**src/include/scm_pkg.sv**
```systemverilog
// system clock and operating-mode controller: constants, modes and register map
// assumes an apb master on core_clk and oscillator pins sampled as plain inputs
package scm_pkg;

  // ----------------------------------------------------------------
  // divider geometry
  // ----------------------------------------------------------------
  localparam int PRE_W = 2;
  localparam int LOW_W = 6;
  localparam int DIV_W = 21;
  localparam int HIGH_W = DIV_W - LOW_W;
  localparam int WARM_BIT = 14;
  // time base taps, one 5-bit divider index per source select code
  localparam logic [39:0] TBT_TAPS = {5'h14, 5'h12, 5'h10, 5'h0E, 5'h0C, 5'h0A, 5'h08, 5'h06};

  // ----------------------------------------------------------------
  // register map, byte addresses
  // ----------------------------------------------------------------
  localparam logic [7:0] OFS_SYS_ONE = 8'h00;
  localparam logic [7:0] OFS_SYS_TWO = 8'h04;
  localparam logic [7:0] OFS_TB_CTRL = 8'h08;
  localparam logic [7:0] OFS_STATUS = 8'h0C;
  localparam logic [7:0] OFS_DIVIDER = 8'h10;

  localparam int B_STOP = 7;
  localparam int B_HIGH_EN = 7;
  localparam int B_LOW_EN = 6;
  localparam int B_SYSTEM_CLOCK_SELECT = 5;
  localparam int B_IDLE = 4;
  localparam int B_TIMING_GENERATOR_HALT = 2;
  localparam int B_DIVIDER_STAGE7_CLOCK_SELECT = 7;
  localparam int B_TBT_EN = 3;
  localparam int F_TBT_SEL_LO = 0;
  localparam int F_TBT_SEL_W = 3;

  localparam logic [7:0] RST_SYS_ONE = 8'h00;
  localparam logic [7:0] RST_SYS_TWO = 8'h80;
  localparam logic [7:0] RST_TB_CTRL = 8'h00;

  // ----------------------------------------------------------------
  // machine cycle states and operating modes
  // ----------------------------------------------------------------
  localparam logic [1:0] ST_S0 = 2'h0;
  localparam logic [1:0] ST_S3 = 2'h3;

  typedef enum logic [3:0] {
    SINGLE_NORMAL, SINGLE_IDLE, TIMER_ONLY_IDLE, DUAL_NORMAL, DUAL_IDLE,
    LOW_CPU_BOTH, LOW_ONLY, LOW_SLEEP, STOP_HALT, STOP_WARMUP
  } scm_mode_e;

endpackage : scm_pkg

```
**src/core/scm_divider.sv**
```systemverilog
// prescaler and 21-stage divider of the timing generator
// assumes one-cycle tick inputs on core_clk for both oscillators
`timescale 1ns/1ps
module scm_divider
  import scm_pkg::*;
(
  // clock and reset
  input wire logic core_clk,
  input wire logic rst_b,
  input wire logic ce,
  // control
  input wire logic clear,
  input wire logic fc_tick,
  input wire logic fs_tick,
  input wire logic stage1_stop,
  input wire logic stage7_from_fs,
  // divider state
  output logic [DIV_W-1:0] div_q
);

  logic [PRE_W-1:0] pre;
  logic [LOW_W-1:0] low_q;
  logic [HIGH_W-1:0] high_q;
  logic pre_carry;
  logic low_carry;
  logic high_in;

  // ----------------------------------------------------------------
  // carry chain
  // ----------------------------------------------------------------
  assign pre_carry = fc_tick && !stage1_stop && (&pre);
  assign low_carry = pre_carry && (&low_q);
  assign high_in = stage7_from_fs ? fs_tick : low_carry;
  assign div_q = {high_q, low_q};

  always_ff @(posedge core_clk or negedge rst_b) begin
    if (!rst_b) begin
      pre <= '0;
    end else if (ce) begin
      if (clear) begin
        pre <= '0;
      end else if (fc_tick && !stage1_stop) begin
        pre <= pre + 1'b1;
      end
    end
  end

  always_ff @(posedge core_clk or negedge rst_b) begin
    if (!rst_b) begin
      low_q <= '0;
    end else if (ce) begin
      if (clear) begin
        low_q <= '0;
      end else if (pre_carry) begin
        low_q <= low_q + 1'b1;
      end
    end
  end

  always_ff @(posedge core_clk or negedge rst_b) begin
    if (!rst_b) begin
      high_q <= '0;
    end else if (ce) begin
      if (clear) begin
        high_q <= '0;
      end else if (high_in) begin
        high_q <= high_q + 1'b1;
      end
    end
  end

endmodule : scm_divider

```
**src/core/scm_clock_mode.sv**
```systemverilog
// operating-mode controller with timing generator and apb register file
// assumes oscillator and stop-wake pins are asynchronous; interrupt inputs are on core_clk
`timescale 1ns/1ps
module scm_clock_mode
  import scm_pkg::*;
(
  // clock, reset, enable
  input wire logic core_clk,
  input wire logic rst_b,
  input wire logic ce,
  // apb slave
  input wire logic psel,
  input wire logic penable,
  input wire logic pwrite,
  input wire logic [7:0] paddr,
  input wire logic [31:0] pwdata,
  output logic [31:0] prdata,
  output logic pready,
  output logic pslverr,
  // oscillator and wake pins
  input wire logic high_freq_clock,
  input wire logic low_freq_clock,
  input wire logic stop_wake,
  // interrupt controller side
  input wire logic irq_request,
  input wire logic master_interrupt_enable,
  input wire logic time_base_interrupt_enable,
  output logic idle_wake_service,
  output logic idle_wake_continue,
  output logic time_base_interrupt_latch,
  output logic time_base_service,
  // clock enables and status to cpu and peripherals
  output logic cpu_clk_en,
  output logic wdt_clk_en,
  output logic periph_clk_en,
  output logic tbt_clk_en,
  output logic [1:0] machine_state,
  output logic high_osc_run,
  output logic low_osc_run,
  output logic low_pins_are_port,
  output logic [DIV_W-1:0] divider_value
);

  scm_mode_e mode;
  scm_mode_e next_mode;
  scm_mode_e ret_mode;
  logic [7:0] system_control_one;
  logic [7:0] system_control_two;
  logic [7:0] time_base_control;
  logic [2:0] sync1;
  logic [2:0] sync2;
  logic [1:0] edge_q;
  logic fc_tick;
  logic fs_tick;
  logic wake_lvl;
  logic main_tick;
  logic cur_low;
  logic target_low;
  logic tb_prev;
  logic tb_now;
  logic tb_fall;
  logic tbt_en_saved;
  logic stop_from_normal;
  logic sel7_fs;
  logic stage1_stop;
  logic div_clear;
  logic wr_en;
  logic setup;
  logic [4:0] tap;
  logic high_en;
  logic low_en;

  // ----------------------------------------------------------------
  // pin synchronisers and edge ticks
  // ----------------------------------------------------------------
  always_ff @(posedge core_clk or negedge rst_b) begin
    if (!rst_b) begin
      sync1 <= '0;
      sync2 <= '0;
      edge_q <= '0;
    end else if (ce) begin
      sync1 <= {stop_wake, low_freq_clock, high_freq_clock};
      sync2 <= sync1;
      edge_q <= sync2[1:0];
    end
  end

  assign high_en = system_control_two[B_HIGH_EN];
  assign low_en = system_control_two[B_LOW_EN];
  // oscillators idle in stop halt; high idles in other modes only when its enable bit is clear
  assign high_osc_run = high_en && mode != STOP_HALT;
  assign low_osc_run = low_en && mode != STOP_HALT;
  assign low_pins_are_port = !low_en;
  assign fc_tick = sync2[0] && !edge_q[0] && high_osc_run;
  assign fs_tick = sync2[1] && !edge_q[1] && low_osc_run;
  assign wake_lvl = sync2[2];

  // ----------------------------------------------------------------
  // main system clock and machine cycle
  // ----------------------------------------------------------------
  assign target_low = mode inside {LOW_CPU_BOTH, LOW_ONLY, LOW_SLEEP};
  assign main_tick = cur_low ? fs_tick : fc_tick;

  always_ff @(posedge core_clk or negedge rst_b) begin
    if (!rst_b) begin
      machine_state <= ST_S0;
    end else if (ce && main_tick) begin
      machine_state <= machine_state + 2'h1;
    end
  end

  // source only swaps when S3 completes, so no state is cut short
  always_ff @(posedge core_clk or negedge rst_b) begin
    if (!rst_b) begin
      cur_low <= 1'b0;
    end else if (ce && main_tick && machine_state == ST_S3) begin
      cur_low <= target_low;
    end
  end

  assign cpu_clk_en = main_tick && (mode inside {SINGLE_NORMAL, DUAL_NORMAL,
                      LOW_CPU_BOTH, LOW_ONLY});
  assign wdt_clk_en = cpu_clk_en;
  assign periph_clk_en = main_tick && !(mode inside {TIMER_ONLY_IDLE, STOP_HALT,
                         STOP_WARMUP});
  assign tbt_clk_en = main_tick && !(mode inside {STOP_HALT, STOP_WARMUP});

  // ----------------------------------------------------------------
  // divider and stage-7 source
  // ----------------------------------------------------------------
  // software must keep the select low in single-clock mode
  assign sel7_fs = (mode inside {LOW_CPU_BOTH, LOW_ONLY, LOW_SLEEP}) ? 1'b1 :
                   (mode == STOP_WARMUP && stop_from_normal) ? 1'b0 :
                   time_base_control[B_DIVIDER_STAGE7_CLOCK_SELECT];
  assign stage1_stop = mode inside {LOW_ONLY, LOW_SLEEP};
  assign div_clear = (next_mode == STOP_HALT && mode != STOP_HALT) ||
                     (mode == STOP_HALT && next_mode != STOP_HALT);

  scm_divider u_div (
    .core_clk(core_clk),
    .rst_b(rst_b),
    .ce(ce),
    .clear(div_clear),
    .fc_tick(fc_tick),
    .fs_tick(fs_tick),
    .stage1_stop(stage1_stop),
    .stage7_from_fs(sel7_fs),
    .div_q(divider_value)
  );

  assign tap = TBT_TAPS[time_base_control[F_TBT_SEL_LO +: F_TBT_SEL_W] * 5 +: 5];
  assign tb_now = divider_value[tap];
  assign tb_fall = tb_prev && !tb_now;

  always_ff @(posedge core_clk or negedge rst_b) begin
    if (!rst_b) begin
      tb_prev <= 1'b0;
    end else if (ce) begin
      tb_prev <= tb_now;
    end
  end

  // ----------------------------------------------------------------
  // operating mode sequencer
  // ----------------------------------------------------------------
  always_comb begin
    next_mode = mode;
    unique case (mode)
      SINGLE_NORMAL, DUAL_NORMAL: begin
        if (system_control_one[B_STOP]) begin
          next_mode = STOP_HALT;
        end else if (system_control_two[B_IDLE]) begin
          next_mode = low_en ? DUAL_IDLE : SINGLE_IDLE;
        end else if (system_control_two[B_TIMING_GENERATOR_HALT]) begin
          next_mode = TIMER_ONLY_IDLE;
        end else if (low_en && system_control_two[B_SYSTEM_CLOCK_SELECT]) begin
          next_mode = LOW_CPU_BOTH;
        end else begin
          next_mode = low_en ? DUAL_NORMAL : SINGLE_NORMAL;
        end
      end
      SINGLE_IDLE: if (irq_request) next_mode = SINGLE_NORMAL;
      DUAL_IDLE: if (irq_request) next_mode = DUAL_NORMAL;
      TIMER_ONLY_IDLE: if (tb_fall) next_mode = SINGLE_NORMAL;
      LOW_CPU_BOTH: begin
        if (system_control_one[B_STOP]) begin
          next_mode = STOP_HALT;
        end else if (system_control_two[B_IDLE]) begin
          next_mode = LOW_SLEEP;
        end else if (!system_control_two[B_SYSTEM_CLOCK_SELECT]) begin
          next_mode = DUAL_NORMAL;
        end else if (!high_en && cur_low) begin
          next_mode = LOW_ONLY;
        end
      end
      LOW_ONLY: begin
        if (system_control_one[B_STOP]) begin
          next_mode = STOP_HALT;
        end else if (system_control_two[B_IDLE]) begin
          next_mode = LOW_SLEEP;
        end else if (high_en) begin
          next_mode = LOW_CPU_BOTH;
        end
      end
      LOW_SLEEP: if (irq_request) next_mode = high_en ? LOW_CPU_BOTH : LOW_ONLY;
      STOP_HALT: if (wake_lvl) next_mode = STOP_WARMUP;
      STOP_WARMUP: if (divider_value[WARM_BIT]) next_mode = ret_mode;
      default: next_mode = SINGLE_NORMAL;
    endcase
  end

  always_ff @(posedge core_clk or negedge rst_b) begin
    if (!rst_b) begin
      mode <= SINGLE_NORMAL;
    end else if (ce) begin
      mode <= next_mode;
    end
  end

  // remember the mode stop was entered from, for warm-up and return
  always_ff @(posedge core_clk or negedge rst_b) begin
    if (!rst_b) begin
      ret_mode <= SINGLE_NORMAL;
      stop_from_normal <= 1'b0;
    end else if (ce && next_mode == STOP_HALT && mode != STOP_HALT) begin
      ret_mode <= mode;
      stop_from_normal <= mode inside {SINGLE_NORMAL, DUAL_NORMAL};
    end
  end

  always_ff @(posedge core_clk or negedge rst_b) begin
    if (!rst_b) begin
      tbt_en_saved <= 1'b0;
    end else if (ce && next_mode == TIMER_ONLY_IDLE && mode != TIMER_ONLY_IDLE) begin
      tbt_en_saved <= time_base_control[B_TBT_EN];
    end
  end

  // ----------------------------------------------------------------
  // wake-up events towards the interrupt controller
  // ----------------------------------------------------------------
  always_ff @(posedge core_clk or negedge rst_b) begin
    if (!rst_b) begin
      idle_wake_service <= 1'b0;
      idle_wake_continue <= 1'b0;
      time_base_interrupt_latch <= 1'b0;
      time_base_service <= 1'b0;
    end else if (ce) begin
      idle_wake_service <= 1'b0;
      idle_wake_continue <= 1'b0;
      time_base_interrupt_latch <= 1'b0;
      time_base_service <= 1'b0;
      if ((mode inside {SINGLE_IDLE, DUAL_IDLE, LOW_SLEEP}) && irq_request) begin
        idle_wake_service <= master_interrupt_enable;
        idle_wake_continue <= !master_interrupt_enable;
      end
      if (mode == TIMER_ONLY_IDLE && tb_fall) begin
        time_base_interrupt_latch <= tbt_en_saved;
        time_base_service <= tbt_en_saved && master_interrupt_enable &&
                             time_base_interrupt_enable;
      end
    end
  end

  // ----------------------------------------------------------------
  // apb register file
  // ----------------------------------------------------------------
  assign setup = psel && !penable;
  assign wr_en = ce && psel && penable && pwrite;
  assign pready = ce;

  // a write in the same cycle as a hardware clear wins: software intent is newer
  always_ff @(posedge core_clk or negedge rst_b) begin
    if (!rst_b) begin
      system_control_one <= RST_SYS_ONE;
      system_control_two <= RST_SYS_TWO;
      time_base_control <= RST_TB_CTRL;
    end else if (ce) begin
      if (mode == STOP_WARMUP && next_mode != STOP_WARMUP) begin
        system_control_one[B_STOP] <= 1'b0;
      end
      if (mode inside {SINGLE_IDLE, DUAL_IDLE, LOW_SLEEP} && irq_request) begin
        system_control_two[B_IDLE] <= 1'b0;
      end
      if (mode == TIMER_ONLY_IDLE && tb_fall) begin
        system_control_two[B_TIMING_GENERATOR_HALT] <= 1'b0;
      end
      if (wr_en && paddr == OFS_SYS_ONE) system_control_one <= pwdata[7:0];
      if (wr_en && paddr == OFS_SYS_TWO) system_control_two <= pwdata[7:0];
      if (wr_en && paddr == OFS_TB_CTRL) time_base_control <= pwdata[7:0];
    end
  end

  always_ff @(posedge core_clk or negedge rst_b) begin
    if (!rst_b) begin
      prdata <= '0;
      pslverr <= 1'b0;
    end else if (ce && setup) begin
      pslverr <= 1'b0;
      unique case (paddr)
        OFS_SYS_ONE: prdata <= {24'h000000, system_control_one};
        OFS_SYS_TWO: prdata <= {24'h000000, system_control_two};
        OFS_TB_CTRL: prdata <= {24'h000000, time_base_control};
        OFS_STATUS: prdata <= {25'h0000000, cur_low, machine_state, mode};
        OFS_DIVIDER: prdata <= {11'h000, divider_value};
        default: begin
          prdata <= '0;
          pslverr <= 1'b1;
        end
      endcase
    end
  end

  // ----------------------------------------------------------------
  // checks
  // ----------------------------------------------------------------
  reset_mode_a: assert property (@(posedge core_clk) $rose(rst_b) |-> mode == SINGLE_NORMAL)
    else $error("mode after reset is not single-clock normal");
  idle_wake_a: assert property (@(posedge core_clk) disable iff (!rst_b)
    (mode == SINGLE_IDLE && irq_request && ce) |=> mode == SINGLE_NORMAL)
    else $error("single-clock idle not released by interrupt");
  tb_return_a: assert property (@(posedge core_clk) disable iff (!rst_b)
    (mode == TIMER_ONLY_IDLE && tb_fall && ce) |=>
    (mode == SINGLE_NORMAL && time_base_interrupt_latch == $past(tbt_en_saved)))
    else $error("timer-only idle return or latch wrong");
  halt_gate_a: assert property (@(posedge core_clk) disable iff (!rst_b)
    mode == TIMER_ONLY_IDLE |-> !periph_clk_en && !cpu_clk_en)
    else $error("clocks leak in timer-only idle");
  low_stage7_a: assert property (@(posedge core_clk) disable iff (!rst_b)
    (mode inside {LOW_CPU_BOTH, LOW_ONLY, LOW_SLEEP}) |-> sel7_fs)
    else $error("stage seven not on low clock in slow mode");
  warm_stage6_a: assert property (@(posedge core_clk) disable iff (!rst_b)
    (mode == STOP_WARMUP && stop_from_normal) |-> !sel7_fs)
    else $error("warm-up not fed from stage six");
  stage1_stop_a: assert property (@(posedge core_clk) disable iff (!rst_b)
    (mode inside {LOW_ONLY, LOW_SLEEP}) && ce && !div_clear |=> $stable(divider_value[LOW_W-1:0]))
    else $error("low divider stages run in low-only mode");
  state_step_a: assert property (@(posedge core_clk) disable iff (!rst_b)
    (main_tick && ce) |=> machine_state == 2'($past(machine_state) + 2'h1))
    else $error("machine state did not advance by one");
  switch_edge_a: assert property (@(posedge core_clk) disable iff (!rst_b)
    $changed(cur_low) |-> machine_state == ST_S0)
    else $error("main clock source changed inside a machine cycle");
  stop_clear_a: assert property (@(posedge core_clk) disable iff (!rst_b)
    (ce && mode != STOP_HALT && next_mode == STOP_HALT) |=> divider_value == '0)
    else $error("divider not cleared on stop entry");

endmodule : scm_clock_mode

```
**config.mk**
```make
export PLATFORM = sky130hd
export DESIGN_NAME = scm_clock_mode
export DESIGN_NICKNAME = d
export VERILOG_FILES = /design/src/include/scm_pkg.sv /design/src/core/scm_divider.sv /design/src/core/scm_clock_mode.sv
export SDC_FILE = /design/constraint.sdc
export NUM_CORES = 1
export LEC_CHECK = 0
export BUFFER_PORTS_ARGS = -buffer_cell sky130_fd_sc_hd__buf_2
export CAP_MARGIN = 30
export CELL_PAD_IN_SITES_DETAIL_PLACEMENT = 1
export CELL_PAD_IN_SITES_GLOBAL_PLACEMENT = 1
export CORE_MARGIN = 3
export CORE_UTILIZATION = 31
export DETAILED_ROUTE_END_ITERATION = 10
export GPL_ROUTABILITY_DRIVEN = 0
export GPL_TIMING_DRIVEN = 0
export MAX_ROUTING_LAYER = met4
export PLACE_DENSITY = 0.62
export SLEW_MARGIN = 10
export SYNTH_ARGS = -nofsm -noshare
export SYNTH_HDL_FRONTEND = slang
export SYNTH_SLANG_ARGS = --single-unit
```
**constraint.sdc**
```tcl
create_clock -name core_clk -period 4 [get_ports core_clk]
set_input_delay 0.8 -clock core_clk [delete_from_list [all_inputs] [get_ports core_clk]]
set_output_delay 0.8 -clock core_clk [all_outputs]
set_load 0.02 [all_outputs]
```
; Word level (Yosys, flattened, before mapping)
; Cells that the tools add are included.
[totals]
register_bits = 106
input_bits = 52
latch_bits = 0
romBits = 0
wordCells = 172
ramBits = 0
output_inout_bits = 68
n_memories = 0
[op_classes]
reduce_logical = 76
bitwise = 0
n_addsub = 4
n_mul = 1
div_mod_pow = 0
n_shift = 1
eq_ne = 20
mux = 44
order_cmp = 1
[op_table]
columns = op, count
row1 = 21-bit case mux with 5 select lines, 1
row2 = 4-bit two-way mux, 14
row3 = "40-bit by 7-bit variable part select with 5-bit output, first input constant", 1
row4 = 1-bit logical AND, 37
row5 = 4-bit case mux with 9 select lines, 1
row6 = 15-bit two-way mux, 2
row7 = 2-bit AND reduction, 10
row8 = 2-bit nonzero test, 9
row9 = "4-bit by 3-bit == test with 1-bit output, second input constant", 4
row10 = "8-bit by 4-bit == test with 1-bit output, second input constant", 2
row11 = "15-bit by 1-bit adder with 15-bit output, second input constant", 1
row12 = 1-bit two-way mux, 13
row13 = "4-bit by 2-bit == test with 1-bit output, second input constant", 3
row14 = "4-bit == test, second input constant", 3
row15 = 3-bit two-way mux, 4
row16 = 6-bit two-way mux, 2
row17 = "4-bit inequality test, second input constant", 3
row18 = 1-bit zero test, 10
row19 = 3-bit nonzero test, 3
row20 = "8-bit by 3-bit == test with 1-bit output, second input constant", 1
row21 = "8-bit by 5-bit == test with 1-bit output, second input constant", 1
row22 = 8-bit zero test, 1
row23 = 2-bit two-way mux, 4
row24 = 8-bit two-way mux, 1
row25 = other kinds (15), 16

; Longest topological paths before layout
[depth]
word_depth = 13
mapped_depth = 12
ltp_nobuf = 10

; Modules after synthesis
; A second synthesis with hierarchy kept.
[hier_totals]
cells_unflattened = 528
hier_area_um2 = 5303.8
[modules_own_cells]
columns = module, cells_each, instances, area_per_inst_um2, seq_area_each_um2
row1 = scm_clock_mode, 379, 1, 3942.5, 1803.0
row2 = scm_divider, 149, 1, 1361.3, 575.6

; Least setup slack after synthesis
; OpenSTA, ideal clock, no wires.
[synth_path]
path_kind = register to output
start = reg mode[2]
end = out periph_clk_en
path_stages_with_launch = 9
required_ps = 3200
path_slack_ps = 1167
n_path_buf = 2
arrival_time_ps = 2033
path_cell_list = dfrtp_1 > buf_4 > buf_6 > or4b_4 > and2_1 > nand3_1 > o21a_1 > a21oi_1 > and2_1
[synth_between]
elab_chain_len = 5
word_cells_on_any_way = 12
cone_classes = eq/ne (4) / mux (1) / reduce/logical (7)
[synth_rtl]
columns = element, line_no
row1 = "start, declared", scm_clock_mode.sv:44  ; scm_mode_e mode;
row2 = "start signal, assigned", scm_clock_mode.sv:216  ; mode <= next_mode;
row3 = 4-bit inequality test, scm_clock_mode.sv:91  ; assign high_osc_run = high_en && mode != STOP_HALT;
row4 = 1-bit logical AND, scm_clock_mode.sv:91
row5 = net high_osc_run, scm_clock_mode.sv:38  ; output logic high_osc_run,
row6 = 1-bit logical AND, scm_clock_mode.sv:94  ; assign fc_tick = sync2[0] && !edge_q[0] && high_osc_run;
row7 = 1-bit two-way mux, scm_clock_mode.sv:102  ; assign main_tick = cur_low ? fs_tick : fc_tick;
row8 = 1-bit logical AND, scm_clock_mode.sv:124  ; assign periph_clk_en = main_tick && !(mode inside {TIMER_ONLY_IDLE, STOP_HALT,
row9 = "end, declared", scm_clock_mode.sv:35  ; output logic periph_clk_en,
; The timed path passes the listed nets, and every way through them passes these cells.

; Worst setup path after layout
[layout_path]
start = reg mode[2]
end = out periph_clk_en
[layout_between]
elab_chain_len = 5
word_cells_on_any_way = 12
cone_classes = eq/ne (4) / mux (1) / reduce/logical (7)
[layout_rtl]
columns = element, line_no
row1 = 4-bit inequality test, "scm_clock_mode.sv:91, scm_clock_mode.sv:92"
row2 = 1-bit logical AND (on tied branches), "scm_clock_mode.sv:91, scm_clock_mode.sv:92"
row3 = 1-bit logical AND (on tied branches), "scm_clock_mode.sv:94, scm_clock_mode.sv:95"
row4 = 1-bit two-way mux, scm_clock_mode.sv:102
row5 = 1-bit logical AND (*), scm_clock_mode.sv:124
; Mark *: on every way between the ends. The rest lies on a longest branch, timed or not.

==> metrics.yaml <==
timing:
  max_freq_mhz: 297.5
  rsz0062_at_grt: "no"
  finClkSkew_ns: 0.01284
  final.period_utilization_pct: 84.04
  min_period_ns: 3.361
  relSlewSlack_pct: 51.54
  setup_violations: 0
  setup_slack_ns: 0.6385
  timing.hold.ws_ns: 0.4345
  tightest_slew_ns: 0.7268
  fin_tns_setup_ns: 0
  maxSlewViolCount: 0
  hold_violations: 0
drt:
  routedWlPerCell_um: 18.57
  vias_per_cell: 5.108
  wirelength_um: 15710
  dr.pass1.iters: 4
  num_vias: 4321
  drtAntennaViolNets: 0
  initialDrtViolationCount: 260
  post-route-drc-count: 0
setup_path:
  critPathTopFamily: "simple AND/OR/NAND/NOR gates"
  critPathArrivalTime_ns: 2.56
  crit_type: "flop to output port"
  cp.required_ns: 3.20
  critPathCaptureType: "output port"
  slowest_delay_ns: 0.54
  crit_fanout: 10
  rr_worst_depth: 12
  regToRegEndpoint: "u_div.high_q[5]"
  slowest_stage: "or4b_4"
  critPathBufInv: 3
  start_kind: "flop"
  r2r_slack_ns: 1.20
  reg2reg_from: "time_base_control[1]"
  critical_path.cell_chain: "buf_4 -> buf_6 -> or4b_4 -> and2_4 -> nand3b_1 -> o21a_1 -> a21oi_1 -> and2_1 -> buf_2"
clock_tree:
  post_cts_resized: 0
  numCtsBuffers: 9
  clock_latency_ns: 0.36
  clk_pin_slew_ns: 0.07
  root_buffer: "clkbuf_16"
  hold_buffers: 0
  post_cts.repair.setup_buffers: 0
  cts.sinks: 95
  htree_levels: 3
  cts_tree: "built"
  clockBufferDepth: 2
run:
  drv_cap: 0
synth:
  synth_common_cells: "94 x dfrtp_1, 44 x nand2_1, 38 x nor2_1"
  syn_inst: 520
  syn_avg_cell_area_um2: 10.02
  synth_largest_area_cell: "dfrtp_1"
  yosysUniqueCellTypes: 68
  netlist_area_um2: 5211
  synthTopCellsByArea: "dfrtp_1 45%, mux2_2 6.1%, nand2_1 3.2%, nor2_1 2.7%, a22o_1 2.7%"
  yosys_warnings: 0
  yosysMostFrequentCell: "dfrtp_1"
  synth_top_area_share_pct: 45.14
  ys_seq_elements: 95
  synth-seq-area-share_pct: 45.64
  synth-edff-count: 0
  synthFlopType: "dfrtp_1"
  synthArstFlopShare_pct: 100.0
power:
  leakagePower_nw: 3.014
  design_power_total_mw: 2.544
  peakVddDrop_mv: 0.1992
  cellPowerDensity_nw_per_um2: 404.1
outcome:
  status: "complete, no violations"
placement:
  dpl_cell_area_um2: 5964
  place.detailed.hpwl_um: 11770
  dp_cells: 830
  dp_slack_ns: 1.019
  io_buffers: 83
grt:
  grt_pass1_vias: 4556
  grtUsageTotal_pct: 18.15
  grt_max_degree: 57
  antenna_found_initial: 0
  overflow: 0
  grt_pass1_wl_um: 25410
cells_and_area:
  nets: 684
  final_cells: 846
  multi_input_area_um2: 2509
  antenna_cells: 0
  stdcell_area_um2: 6295
  fillers: 1869
  syn2layout_area_growth_pct: 20.79
  regArea_um2: 2379
  final_core_util_pct: 38.92
  drive_above_1_share_pct: 27.62
die:
  io_pins: 120
  die_h_um: 135.7
  coreArea_um2: 16170
  initial_core_util_pct: 32.22
  die-area_um2: 18400
  rows: 46
  die_w_um: 135.7
min_path:
  hp-class: "input port to async pin"
metal layers:
layer  vias up  GRT usage [%]  wire length (um)
met4         0          6.215               257
met5         -              -                 0
li1       2045              -                 -
met3        16          2.452               557
met2        95          29.09              7524
met1      2165          23.75              7374
layout by cell type, fill, tap and decap left out, types with 9 or more instances in the layout:
cell,instances
a22o_1,16
nor2b_1,11
nor2_1,38
nand4_1,9
clkbuf_1,17
a21oi_1,11
nand2_1,44
conb_1,11
xor2_1,13
a31oi_1,11
nor3_1,10
clkbuf_16,9
mux2i_1,12
o22a_1,9
o21ai_0,26
mux2_2,28
inv_1,17
nand3_1,15
buf_4,17
dfrtp_1,94
buf_2,89
worst max path at each step:
stage                       start             to  slack, ns  cells after the start
after floorplan           mode[2]  periph_clk_en       1.17                      8
after global placement    mode[2]  periph_clk_en       1.03                      9
after detailed placement  mode[2]  periph_clk_en       1.02                      9
after CTS                 mode[2]  periph_clk_en       0.63                      9
after global routing      mode[2]  periph_clk_en       0.52                      9
final                     mode[2]  periph_clk_en       0.64                      9
kinds of logic (layout without fill, tap and decap cells):
logic type | count (synthesis) | in the layout | synth area share, %
AO/OA/AOI/OAI | 112 | 112 | 15.32
XOR/XNOR | 19 | 19 | 3.193
adder cells (fa/ha/maj) | 7 | 7 | 1.681
buffers and inverters | 66 | 166 | 6.938
flip-flops | 95 | 95 | 45.64
multiplexers | 44 | 44 | 9.292
other | 1 | 11 | 0.07196
AND/OR/NAND/NOR | 176 | 176 | 17.86
power breakdown:
group	internal, mW	switching, mW	leakage [nW]	total (mW)
logic	0.189	0.298	1.58	0.488
registers	1.02	0.0597	1.27	1.08
clock network	0.570	0.401	0.163	0.971
sequential cells by signal, summed over array words and instances, names as in the netlist, 2 cells and up:
register and cells:
edge_q 2, system_control_two 8, sync2 3, mode 4, time_base_control 8, system_control_one 8, u_div.low_q 6, sync1 3
machine_state 2, prdata 21, u_div.pre 2, ret_mode 4, u_div.high_q 15
cell type report:
class / count / area share [%]
Sequential cell: 95 / 37.79
Clock buffer: 10 / 3.796
Timing Repair Buffer: 84 / 7.076
Inverter: 19 / 1.133
Buffer: 47 / 4.611
Clock inverter: 6 / 1.451
Multi-Input combinational cell: 369 / 39.85
Tap cell: 216 / 4.293
No activity file was read; power rests on OpenSTA's default activity.
